`src/pkg/hms_consts.svh`:
```
`ifndef HMS_CONSTS_SVH
`define HMS_CONSTS_SVH

// ==========================================
// widths
`define HMS_MODE_W        6
`define HMS_POS_W         32
`define HMS_FAULT_W       16

// ==========================================
// mode codes
`define HMS_MODE_NONE     6'h00
`define HMS_MODE_LO_LAST  6'h0e
`define HMS_MODE_HI_FIRST 6'h11
`define HMS_MODE_HI_LAST  6'h1e
`define HMS_MODE_HI_SHIFT 6'h10
`define HMS_MODE_IDX_NEG  6'h21
`define HMS_MODE_IDX_POS  6'h22
`define HMS_MODE_LOAD     6'h23

// ==========================================
// base code layout (modes 1..14)
`define HMS_BASE_LIM_NEG  6'h01
`define HMS_BASE_LIM_POS  6'h02
`define HMS_BASE_REV_1ST  6'h07
// per-base bit masks: bit n belongs to base n
`define HMS_MASK_DIR_POS  16'h079c
`define HMS_MASK_EDGE_R   16'h1e60
`define HMS_MASK_SIDE_R   16'h2d30

// ==========================================
// fault reporting: group 14, code 45
`define HMS_FAULT_CODE    16'h1445
`define HMS_FAULT_NONE    16'h0000

`endif

```
`src/pkg/hms_pkg.sv`:
```
package hms_pkg;

	typedef enum logic [1:0] {
		ST_IDLE = 2'b00,
		ST_SEEK = 2'b01,
		ST_IDX  = 2'b10
	} hms_state_t;

	typedef enum logic [2:0] {
		K_IDLE  = 3'b000,
		K_LIMIT = 3'b001,
		K_HOME  = 3'b010,
		K_INDEX = 3'b011,
		K_LOAD  = 3'b100
	} hms_kind_t;

endpackage

```
`src/rtl/hms_mode_dec.sv`:
```
`timescale 1ns/1ps
`default_nettype none
`include "hms_consts.svh"

module hms_mode_dec
	import hms_pkg::*;
(
	input  wire logic [`HMS_MODE_W-1:0] mode,
	output var  logic                   valid,
	output var  hms_kind_t              kind,
	output var  logic                   dir_pos,
	output var  logic                   rev_ok,
	output var  logic                   edge_r,
	output var  logic                   side_r,
	output var  logic                   use_idx
);

	// ==========================================
	// fold modes 17..30 onto 1..14
	logic                   hi;
	logic                   lo;
	logic [`HMS_MODE_W-1:0] base;
	logic [3:0]             bsel;
	logic                   is_lim;
	logic                   is_idx;
	// a literal cannot be bit-selected, so the masks sit on named wires
	logic [15:0]            msk_dir;
	logic [15:0]            msk_edge;
	logic [15:0]            msk_side;

	assign msk_dir  = `HMS_MASK_DIR_POS;
	assign msk_edge = `HMS_MASK_EDGE_R;
	assign msk_side = `HMS_MASK_SIDE_R;

	assign hi      = (mode >= `HMS_MODE_HI_FIRST) && (mode <= `HMS_MODE_HI_LAST);
	assign lo      = (mode != `HMS_MODE_NONE) && (mode <= `HMS_MODE_LO_LAST);
	assign base    = hi ? mode - `HMS_MODE_HI_SHIFT : mode; // RQ8
	assign bsel    = base[3:0];
	assign is_lim  = (base == `HMS_BASE_LIM_NEG) || (base == `HMS_BASE_LIM_POS); // RQ9
	assign is_idx  = (mode == `HMS_MODE_IDX_NEG) || (mode == `HMS_MODE_IDX_POS);

	// codes 15, 16, 31, 32 and above 35 fall out here
	assign valid   = (mode == `HMS_MODE_NONE) || lo || hi || is_idx || (mode == `HMS_MODE_LOAD); // RQ17

	assign kind    = (mode == `HMS_MODE_NONE) ? K_IDLE :  // RQ1
	                 (mode == `HMS_MODE_LOAD) ? K_LOAD :  // RQ14
	                 is_idx                  ? K_INDEX : // RQ13
	                 is_lim                  ? K_LIMIT : K_HOME;

	// dir (except in modes 33 and 34) and edge/side selection from per-base masks
	assign dir_pos = is_idx ? (mode == `HMS_MODE_IDX_POS) : msk_dir[bsel]; // RQ2 RQ3 RQ4 RQ5 RQ10
	assign rev_ok  = (base >= `HMS_BASE_REV_1ST); // RQ6 RQ7 RQ11 RQ12
	assign edge_r  = msk_edge[bsel];
	assign side_r  = msk_side[bsel];
	assign use_idx = lo; // RQ8

endmodule
`default_nettype wire

```
`src/rtl/hms_top.sv`:
```
// Behaviour
// [RQ1] Mode 0 is the reset default and a start in it moves nothing and leaves the position count alone.
// [RQ2] Mode 1 drives to the negative limit switch and takes the next index pulse there as reference.
// [RQ3] Mode 2 drives to the positive limit switch and takes the next index pulse there as reference.
// [RQ4] Modes 3 and 4 search positive for the home switch and take the first index left or right of its edge.
// [RQ5] Modes 5 and 6 search negative for the home switch and take the first index right or left of its edge.
// [RQ6] Modes 7 to 10 search positive, reverse at the positive limit, and reference on the chosen index.
// [RQ7] Modes 11 to 14 search negative, reverse at the negative limit, and reference on the chosen index.
// [RQ8] Modes 17 to 30 repeat modes 1 to 14 but reference at the switch event without an index pulse.
// [RQ9] Modes 17 and 18 reference directly at the negative or positive limit switch.
// [RQ10] Modes 19 to 22 reference at the home switch edge reached moving positive or negative.
// [RQ11] Modes 23 to 26 search positive for the chosen home edge and reverse at the positive limit.
// [RQ12] Modes 27 to 30 search negative for the chosen home edge and reverse at the negative limit.
// [RQ13] Modes 33 and 34 reference on the first index pulse met moving negative or positive.
// [RQ14] Mode 35 moves nothing and loads the home offset into the position count at once.
// [RQ15] Both limit switches active together raise fault code 45 of the limit group and stop motion.
// [RQ16] A finished search loads the home offset into the position count and sets homing done.
// [RQ17] Undefined mode codes are refused at start.
`timescale 1ns/1ps
`default_nettype none
`include "hms_consts.svh"

module hms_top
	import hms_pkg::*;
(
	input  wire logic                    ref_clk,
	input  wire logic                    arst_n,
	input  wire logic [`HMS_MODE_W-1:0]  mode,
	input  wire logic                    start,
	input  wire logic [`HMS_POS_W-1:0]   home_offset,
	input  wire logic                    lim_pos,
	input  wire logic                    lim_neg,
	input  wire logic                    home_sw,
	input  wire logic                    index_pulse,
	output var  logic                    move_pos_ff,
	output var  logic                    move_neg_ff,
	output var  logic                    busy_ff,
	output var  logic                    done_ff,
	output var  logic                    fail_ff,
	output var  logic                    refused_ff,
	output var  logic                    fault_ff,
	output var  logic [`HMS_FAULT_W-1:0] fault_code_ff,
	output var  logic                    load_ff,
	output var  logic [`HMS_POS_W-1:0]   load_val_ff
);

	// ==========================================
	// reset release
	logic rst_meta_ff;
	logic rst_n_ff;

	always_ff @(posedge ref_clk or negedge arst_n) begin
		if (!arst_n) begin
			rst_meta_ff <= 1'b0;
			rst_n_ff    <= 1'b0;
		end else begin
			rst_meta_ff <= 1'b1;
			rst_n_ff    <= rst_meta_ff;
		end
	end

	// ==========================================
	// mode decode
	logic      dec_valid;
	hms_kind_t dec_kind;
	logic      dec_dir;
	logic      dec_rev;
	logic      dec_edge;
	logic      dec_side;
	logic      dec_idx;

	hms_mode_dec u_dec (
		.mode    (mode),
		.valid   (dec_valid),
		.kind    (dec_kind),
		.dir_pos (dec_dir),
		.rev_ok  (dec_rev),
		.edge_r  (dec_edge),
		.side_r  (dec_side),
		.use_idx (dec_idx)
	);

	// ==========================================
	// state
	hms_state_t st_ff;
	hms_state_t nxt_st;
	hms_kind_t  cfg_kind_ff;
	hms_kind_t  nxt_kind;
	logic       cfg_rev_ff;
	logic       cfg_edge_ff;
	logic       cfg_side_ff;
	logic       cfg_idx_ff;
	logic       dir_ff;
	logic       rev_done_ff;
	logic       home_q_ff;
	logic       nxt_rev;
	logic       nxt_edge;
	logic       nxt_side;
	logic       nxt_idx;
	logic       nxt_dir;
	logic       nxt_rev_done;
	logic       nxt_done;
	logic       nxt_fail;
	logic       nxt_refused;
	logic       nxt_fault;
	logic       nxt_load;
	logic       hit_ref;
	logic       give_up;

	// ==========================================
	// switch events
	logic both_lim;
	logic lim_ahead;
	logic home_ent;
	logic home_lev;
	logic edge_is_r;
	logic edge_match;
	logic go_now;

	assign both_lim   = lim_pos && lim_neg;
	assign lim_ahead  = dir_ff ? lim_pos : lim_neg;
	assign home_ent   = home_sw && !home_q_ff;
	assign home_lev   = !home_sw && home_q_ff;
	// entering while moving positive is the left edge, leaving is the right
	assign edge_is_r  = dir_ff ? home_lev : home_ent;
	assign edge_match = (home_ent || home_lev) && (edge_is_r == cfg_edge_ff);
	assign go_now     = (st_ff == ST_IDLE) && start;

	always_comb begin
		nxt_st       = st_ff;
		nxt_kind     = cfg_kind_ff;
		nxt_rev      = cfg_rev_ff;
		nxt_edge     = cfg_edge_ff;
		nxt_side     = cfg_side_ff;
		nxt_idx      = cfg_idx_ff;
		nxt_dir      = dir_ff;
		nxt_rev_done = rev_done_ff;
		nxt_done     = done_ff;
		nxt_fail     = fail_ff;
		nxt_fault    = fault_ff;
		nxt_refused  = 1'b0;
		hit_ref      = 1'b0;
		give_up      = 1'b0;
		unique case (st_ff)
			ST_IDLE: begin
				if (start) begin
					nxt_done  = 1'b0;
					nxt_fail  = 1'b0;
					nxt_fault = 1'b0;
					if (!dec_valid) begin
						nxt_refused = 1'b1; // RQ17
					end else if (dec_kind == K_LOAD) begin
						hit_ref = 1'b1; // RQ14
					end else if (dec_kind != K_IDLE) begin
						nxt_st       = ST_SEEK;
						nxt_kind     = dec_kind;
						nxt_dir      = dec_dir;
						nxt_rev      = dec_rev;
						nxt_edge     = dec_edge;
						nxt_side     = dec_side;
						nxt_idx      = dec_idx;
						nxt_rev_done = 1'b0;
					end
				end
			end
			ST_SEEK: begin
				if (cfg_kind_ff == K_INDEX) begin
					hit_ref = index_pulse; // RQ13
				end else if (cfg_kind_ff == K_LIMIT) begin
					if (lim_ahead && cfg_idx_ff) begin
						// back off the limit and wait for the index
						nxt_dir = !dir_ff; // RQ2 RQ3
						nxt_st  = ST_IDX;
					end else if (lim_ahead) begin
						hit_ref = 1'b1; // RQ9
					end
				end else if (edge_match && cfg_idx_ff) begin
					nxt_dir = cfg_side_ff; // RQ4 RQ5 RQ6 RQ7
					nxt_st  = ST_IDX;
				end else if (edge_match) begin
					hit_ref = 1'b1; // RQ10 RQ11 RQ12
				end else if (lim_ahead && cfg_rev_ff && !rev_done_ff) begin
					nxt_dir      = !dir_ff; // RQ6 RQ7 RQ11 RQ12
					nxt_rev_done = 1'b1;
				end else if (lim_ahead) begin
					give_up = 1'b1;
				end
			end
			ST_IDX: begin
				if (index_pulse) begin
					hit_ref = 1'b1;
				end else if (lim_ahead) begin
					give_up = 1'b1;
				end
			end
			default: begin
				give_up = 1'b1;
			end
		endcase
		if (hit_ref) begin
			nxt_st   = ST_IDLE; // RQ16
			nxt_done = 1'b1;
		end
		if (give_up) begin
			nxt_st   = ST_IDLE;
			nxt_fail = 1'b1;
		end
		// fault wins over a start or a clear in the same cycle
		if (both_lim) begin
			nxt_fault = 1'b1; // RQ15
			nxt_st    = ST_IDLE;
			nxt_done  = 1'b0;
			nxt_fail  = (st_ff != ST_IDLE) || fail_ff;
			hit_ref   = 1'b0;
		end
		nxt_load = hit_ref;
	end

	// ==========================================
	// registers
	logic moving;

	assign moving = (nxt_st != ST_IDLE);

	always_ff @(posedge ref_clk or negedge rst_n_ff) begin
		if (!rst_n_ff) begin
			st_ff       <= ST_IDLE;
			cfg_kind_ff <= K_IDLE;
			cfg_rev_ff  <= 1'b0;
			cfg_edge_ff <= 1'b0;
			cfg_side_ff <= 1'b0;
			cfg_idx_ff  <= 1'b0;
			dir_ff      <= 1'b0;
			rev_done_ff <= 1'b0;
			home_q_ff   <= 1'b0;
		end else begin
			st_ff       <= nxt_st;
			cfg_kind_ff <= nxt_kind;
			cfg_rev_ff  <= nxt_rev;
			cfg_edge_ff <= nxt_edge;
			cfg_side_ff <= nxt_side;
			cfg_idx_ff  <= nxt_idx;
			dir_ff      <= nxt_dir;
			rev_done_ff <= nxt_rev_done;
			home_q_ff   <= home_sw;
		end
	end

	always_ff @(posedge ref_clk or negedge rst_n_ff) begin
		if (!rst_n_ff) begin
			move_pos_ff   <= 1'b0;
			move_neg_ff   <= 1'b0;
			busy_ff       <= 1'b0;
			done_ff       <= 1'b0;
			fail_ff       <= 1'b0;
			refused_ff    <= 1'b0;
			fault_ff      <= 1'b0;
			fault_code_ff <= `HMS_FAULT_NONE;
			load_ff       <= 1'b0;
			load_val_ff   <= '0;
		end else begin
			move_pos_ff   <= moving && nxt_dir;
			move_neg_ff   <= moving && !nxt_dir;
			busy_ff       <= moving;
			done_ff       <= nxt_done;
			fail_ff       <= nxt_fail;
			refused_ff    <= nxt_refused;
			fault_ff      <= nxt_fault;
			fault_code_ff <= nxt_fault ? `HMS_FAULT_CODE : `HMS_FAULT_NONE; // RQ15
			load_ff       <= nxt_load; // RQ16
			// offset taken at the reference cycle, not at start
			load_val_ff   <= nxt_load ? home_offset : load_val_ff; // RQ14 RQ16
		end
	end
endmodule
`default_nettype wire

```
`config.mk`:
```
export PLATFORM = sky130hd
export DESIGN_NAME = hms_top
export DESIGN_NICKNAME = d
export VERILOG_FILES = /design/src/pkg/hms_pkg.sv /design/src/rtl/hms_mode_dec.sv /design/src/rtl/hms_top.sv
export VERILOG_INCLUDE_DIRS = /design/src /design/src/pkg
export SDC_FILE = /design/constraint.sdc
export NUM_CORES = 1
export LEC_CHECK = 0
export BUFFER_PORTS_ARGS = -buffer_cell sky130_fd_sc_hd__buf_2
export CAP_MARGIN = 10
export CORE_MARGIN = 4
export CORE_UTILIZATION = 37
export DETAILED_ROUTE_END_ITERATION = 8
export PLACE_DENSITY = 0.68
export SYNTH_ARGS = -nofsm -noshare
export SYNTH_HDL_FRONTEND = slang
export SYNTH_SLANG_ARGS = --single-unit
```
`constraint.sdc`:
```
create_clock -name ref_clk -period 2.1 [get_ports ref_clk]
set_clock_uncertainty 0.05 [all_clocks]
set_input_delay 0.42 -clock ref_clk [delete_from_list [all_inputs] [get_ports ref_clk]]
set_output_delay 0.42 -clock ref_clk [all_outputs]
set_load 0.01 [all_outputs]
```
# Yosys cells after proc, flatten, opt, wreduce, memory -nomap -nowiden
# Memories as Yosys holds them, arrays and structs flattened. A register that Yosys moved wholly into a read port is not among the register bits.
# Cells that the tools add are included.
[classes] n_reduce_logical=42 n_addsub=1 muxes=74 bitwise=1 n_eq_ne=20 magnitude_cmp=5
[op_table] operator="2-to-1 mux 1 bit" count=52
[op_table] operator="2-to-1 mux 2 bit" count=12
[op_table] operator="== test 6 bit, second input constant" count=3
[op_table] operator="inequality test 2 bit, second input constant" count=8
[op_table] operator="nonzero test 3 bit" count=5
[op_table] operator="2-to-1 mux 13 bit" count=1
[op_table] operator="logical AND 1 bit" count=12
[op_table] operator="AND reduction 10 bit" count=1
[op_table] operator="2-to-1 mux 3 bit" count=3
[op_table] operator="logical OR 1 bit" count=8
[op_table] operator="logical NOT 1 bit" count=7
[op_table] operator="== test 6 x 1 -> 1 bit, second input constant" count=1
[op_table] operator="== test 6 x 2 -> 1 bit, second input constant" count=1
[op_table] operator="greater-or-equal comparator 6 x 3 -> 1 bit, second input constant" count=1
[op_table] operator="greater-or-equal comparator 6 x 5 -> 1 bit, second input constant" count=1
[op_table] operator="less-or-equal comparator 6 x 4 -> 1 bit, second input constant" count=1
[op_table] operator="less-or-equal comparator 6 x 5 -> 1 bit, second input constant" count=1
[op_table] operator="logical NOT 6 bit" count=1
[op_table] operator="2-to-1 mux 6 bit" count=1
[op_table] operator="one-hot mux 1 bit (3 select lines)" count=2
[op_table] operator="nonzero test 2 bit" count=3
[op_table] operator="nonzero test 6 bit" count=1
[op_table] operator="subtractor 6 x 5 -> 6 bit, second input constant" count=1
[op_table] operator="less-than comparator 4 x 5 -> 1 bit, second input constant" count=1
[op_table] operator="13 further kinds" count=15
[word_totals] register_bits=65 mem_bits_ro=48 in_bits=45 out_inout_bits=56 mem_count=3
[mem_list] name="(name not given)" depth=16 width=1 read_ports=1 rd_ports_with_merged_regs=1 wr=0 line="hms_mode_dec.sv:53" rtl="assign edge_r = msk_edge[bsel];"
[mem_list] name="(name not given)" depth=16 width=1 read_ports=1 rd_ports_with_merged_regs=1 wr=0 line="hms_mode_dec.sv:54" rtl="assign side_r = msk_side[bsel];"
[mem_list] name="(name not given)" depth=16 width=1 read_ports=1 rd_ports_with_merged_regs=0 wr=0 line="hms_mode_dec.sv:51" rtl="assign dir_pos = is_idx ? (mode == `HMS_MODE_IDX_POS) : msk_dir[bsel];"

# Depth between registers and ports, before layout
[depth] word_depth=20 mapped_depth=9 depth_no_buf=8

# By module
# Synthesis repeated with hierarchy kept, for this count alone.
[hier_totals] hier_cells=378 hier_area_um2=3704.8
[modules_own_cells] mod="hms_top" n_inst=1 cells_per_inst=322 seq_area_each_um2=1351.3 area_each_um2=3278.1
[modules_own_cells] mod="hms_mode_dec" n_inst=1 cells_per_inst=56 seq_area_each_um2=0.0 area_each_um2=426.7

# Worst setup path before layout
# No wires, ideal clock.
[synth_path] path_kind="input-to-reg" startpoint="input port home_sw" endpoint="register load_val_ff[10]" stages=9 arrival_time_ns=2.143 t_required_ns=1.925 setup_time_ns=0.125 slack_ns=-0.218 cell_sequence="inv_1 -> ha_1 -> mux2i_1 -> mux2_4 -> a211o_1 -> a41oi_2 -> a21oi_4 -> buf_6 -> mux2_4"
[synth_via] elab_chain_len=11 word_cells_on_any_way=14
[synth_lines] item="from (decl)" line="hms_top.sv:33" rtl="input wire logic home_sw,"
[synth_lines] item="logical NOT 1 bit" line="hms_top.sv:123" rtl="assign home_lev = !home_sw && home_q_ff;"
[synth_lines] item="logical AND 1 bit" line="hms_top.sv:123"
[synth_lines] item="2-to-1 mux 1 bit" line="hms_top.sv:125" rtl="assign edge_is_r = dir_ff ? home_lev : home_ent;"
[synth_lines] item="== test 1 bit" line="hms_top.sv:126" rtl="assign edge_match = (home_ent || home_lev) && (edge_is_r == cfg_edge_ff);"
[synth_lines] item="logical AND 1 bit *" line="hms_top.sv:126"
[synth_lines] item="2-to-1 mux 1 bit / logical AND 1 bit (equally long branches)" line="hms_top.sv:180, hms_top.sv:177"
[synth_lines] item="2-to-1 mux 1 bit *" line="hms_top.sv:177" rtl="end else if (edge_match && cfg_idx_ff) begin"
[synth_lines] item="2-to-1 mux 1 bit *" line="hms_top.sv:169" rtl="end else if (cfg_kind_ff == K_LIMIT) begin"
[synth_lines] item="2-to-1 mux 1 bit *" line="hms_top.sv:167" rtl="if (cfg_kind_ff == K_INDEX) begin"
[synth_lines] item="one-hot mux 1 bit (3 select lines) *" line="hms_top.sv:144" rtl="unique case (st_ff)"
[synth_lines] item="2-to-1 mux 1 bit *" line="hms_top.sv:209" rtl="if (both_lim) begin"
[synth_lines] item="to (signal assigned)" line="hms_top.sv:272" rtl="load_val_ff <= nxt_load ? home_offset : load_val_ff;"
[synth_lines] item="to (decl)" line="hms_top.sv:44" rtl="output var logic [`HMS_POS_W-1:0] load_val_ff"
# Every way passes the cells marked *; elsewhere a longest branch is shown, timed or not.
# A chain may end at the register's enable or synchronous reset.

# Final worst setup path
[layout_path] startpoint="register home_q_ff" endpoint="register load_val_ff[30]"
[layout_via] elab_chain_len=11 word_cells_on_any_way=14
[layout_lines] item="from (decl)" line="hms_top.sv:95" rtl="logic home_q_ff;"
[layout_lines] item="from (signal assigned)" line="hms_top.sv:245" rtl="home_q_ff <= home_sw;"
[layout_lines] item="logical NOT 1 bit" line="hms_top.sv:122" rtl="assign home_ent = home_sw && !home_q_ff;"
[layout_lines] item="logical AND 1 bit" line="hms_top.sv:122"
[layout_lines] item="2-to-1 mux 1 bit" line="hms_top.sv:125"
[layout_lines] item="== test 1 bit" line="hms_top.sv:126"
[layout_lines] item="logical AND 1 bit *" line="hms_top.sv:126"
[layout_lines] item="2-to-1 mux 1 bit / logical AND 1 bit (equally long branches)" line="hms_top.sv:180, hms_top.sv:177"
[layout_lines] item="2-to-1 mux 1 bit *" line="hms_top.sv:177"
[layout_lines] item="2-to-1 mux 1 bit *" line="hms_top.sv:169"
[layout_lines] item="2-to-1 mux 1 bit *" line="hms_top.sv:167"
[layout_lines] item="one-hot mux 1 bit (3 select lines) *" line="hms_top.sv:144"
[layout_lines] item="2-to-1 mux 1 bit *" line="hms_top.sv:209"
# Marked as above.

==> out/qor.txt <==
core region area = 0.00769 sq mm
Synth Register Bits = 54
leakage = 0.00193 uW
Worst path max stage delay = 0.40 ns
Least-Margin Pin Slew = 0.549 ns
violated checks = negative setup slack
Remaining DRCs = 0
Slew Limit Fails = 0
Max Clk Rate = 432 MHz
period utilization = 110%
crit path cell chain = inv_1 > ha_2 > mux2i_1 > mux2_4 > a211o_1 > a41oi_2 > a21oi_4 > buf_12 > mux2_4
Yosys cell types = 49
Critical Path AT = 2.46 ns
Clk Latency, worst-skew pair = 0.30 ns
DR vias = 2,241
Syn. warnings = 0
Die Height = 96.5 microns
Seq/Total Area, Yosys = 46.6%
predominant post-synthesis flop cell = dfrtp_1
H-Tree Depth = 2
Slew HR = 63.3%
hpwl dp = 5110 microns
first-pass GRT wire length = 10,000 microns
startpoint types = register
Post-synth EDFFs = 0
CTS root buf = clkbuf_8
clock-pin slew on the worst setup and hold paths = 0.09 ns
WL final = 6370 microns
Worst Reg-to-Reg Cells = 9
final core utilization = 50.4%
initial antenna violation count = 0
Finished Layout Cells = 475
number of global-route vias before repair = 2,189
DR pass1 iterations = 4
worst-path fanout max = 23
Biggest register = load_val_ff
Hold WC Path Type = reg -> async
Num CTS Buffers = 5
CTS tree = yes
Worst VDD drop = 403 uV
Routability Congestion = 0.824
wire per inst = 13.4 microns
GRT Resource Usage Total = 13.6%
largest net degree at the start of global routing = 24
ys async rst share = 100%
post-CTS setup repair buffer count = 0
CP dominant cell by count = mux2_4
area grow syn2layout = 33.6%
Initial Utilization = 37.7%
Pwr Density = 1180 mW/mm^2
ANT nets after route = 0
Largest register FFs = 32
Ports = 101
final worst slack = -0.215 ns
Largest regs = load_val_ff (32), cfg_kind_ff (3), st_ff (2)
final hold slack = 0.121 ns
placed cells = 466
final setup fails = 38
layout cells sized above 1 = 50.7%
top post-synthesis cells by area = dfrtp_1 47%, mux2_4 15%, ha_1 4.3%
Worst setup EP type = register
clk buf depth = 2
die area = 0.00931 sq mm
share of the synthesized area in the top cell type = 46.6%
Post-Synthesis Cells = 250
drt initial violations = 60
Final #Nets = 427
Netlist Area Pre-Place = 0.00290 sq mm
final hold vios = 0
Vias per Instance = 4.72
diode count = 0
WS Path Type = reg -> reg
IO buf count = 89
max cap viols = 0
Layout fillers = 724
Slowest-stage cell, CP = dfrtp_1
Fin Setup TNS = -6.81 ns
status = complete, but fails checks
crit path time final = 2.31 ns
Die X = 96.5 microns
top-count cell post-synth = dfrtp_1
Congestion Overflow GR = 0
TritonCTS Sinks = 54
area leader, netlist = dfrtp_1
Commonest cells post-synth = 54 x dfrtp_1, 29 x mux2_4, 19 x nand2_1, 16 x buf_4
Site Rows = 32
RSZ-0062 raised after global routing = true
Worst Path Required = 2.24 ns
Avg Cell Area, Syn = 11.6 sq um
-- placed cells by master (no fill, tap or decap), types with 4 or more instances in the layout --
cell type	count
dfrtp_1	53
o21ai_0	11
nor2b_1	8
buf_2	89
clkbuf_8	5
nand2_1	19
mux2_2	4
mux2_4	30
inv_1	7
buf_4	39
a21oi_1	11
nand2b_1	5
conb_1	12
ha_1	6
nor2_1	11
-- layer usage --
layer  vias up  track usage [%]  part of all wire [%]  routed length, microns
met4         0             4.79                   1.6                     101
met3        10             2.79                   8.9                     566
met5         -                0                     0                       0
li1       1094                -                     -                       -
met1      1060             15.8                    41                    2620
met2        77             24.6                    48                    3090
-- final timing paths --
check,start,end,slack [ns]
worst min-delay path,rst_n_ff,load_val_ff[9],0.12
max in group asynchronous,rst_n_ff,load_val_ff[23],1.29
min in group ref_clk,home_sw,home_q_ff,0.25
worst max register to register,home_q_ff,load_val_ff[30],-0.21
worst min register to register,rst_n_ff,load_val_ff[9],0.12
worst max-delay path,home_q_ff,load_val_ff[30],-0.21
-- where the power goes --
group | total (uW) | internal [uW] | switching, uW
logic | 2130 | 1170 | 957
clock network | 680 | 356 | 324
registers | 1740 | 1480 | 268
total | 4550 | 3000 | 1550
-- layout make-up --
cell class / count / area [sq um] / share of cell area (%)
inverters: 9 / 38.8 / 1.00
repair buffers: 131 / 779 / 20.1
clock buffers: 6 / 72.6 / 1.87
well taps: 102 / 128 / 3.30
flip-flops and latches: 54 / 1350 / 34.9
clock inverters: 2 / 37.5 / 0.969
multi-input cells: 171 / 1460 / 37.8
-- cells by family (layout without fill, tap and decap cells) --
| family | count (synthesis) | after routing | share of synthesized area, % |
|---|---|---|---|
| buf+inv | 35 | 148 | 7.73 |
| compound gates | 46 | 46 | 10.9 |
| other cells | 2 | 12 | 0.259 |
| mux | 37 | 37 | 18.0 |
| simple gates | 64 | 64 | 11.6 |
| fa+ha+maj | 10 | 10 | 4.32 |
| flops | 54 | 54 | 46.6 |
| xor+xnor | 2 | 2 | 0.605 |
-- through the flow --
stage / setup WS, ns / instance area (sq um) / total power, uW
CTS: -0.229 / 3860 / 4590
finish: -0.215 / 3870 / 4550
floorplan: -0.153 / 3000 / 3110
global placement: -0.371 / 3710 / 3790
global route: -0.303 / 3870 / 4870
detailed placement: -0.393 / 3710 / 3850
-- worst max-delay path: cells and delay by family (launching register included) --
kind | cells | cell delay [ns]
compound gates | 3 | 0.56
fa+ha+maj | 1 | 0.15
buf+inv | 2 | 0.24
flops | 1 | 0.40
mux | 3 | 0.79
-- timing repair --
action / in CTS / in global routing
endpoints found under the setup margin: 39 / 40
endpoints found under the hold margin: 2 / 0
resized for setup: 5 / 2
pin swaps: 1 / 0
hold buffers: 1 / 0
Note: power is estimated with default switching activity, not from simulation.
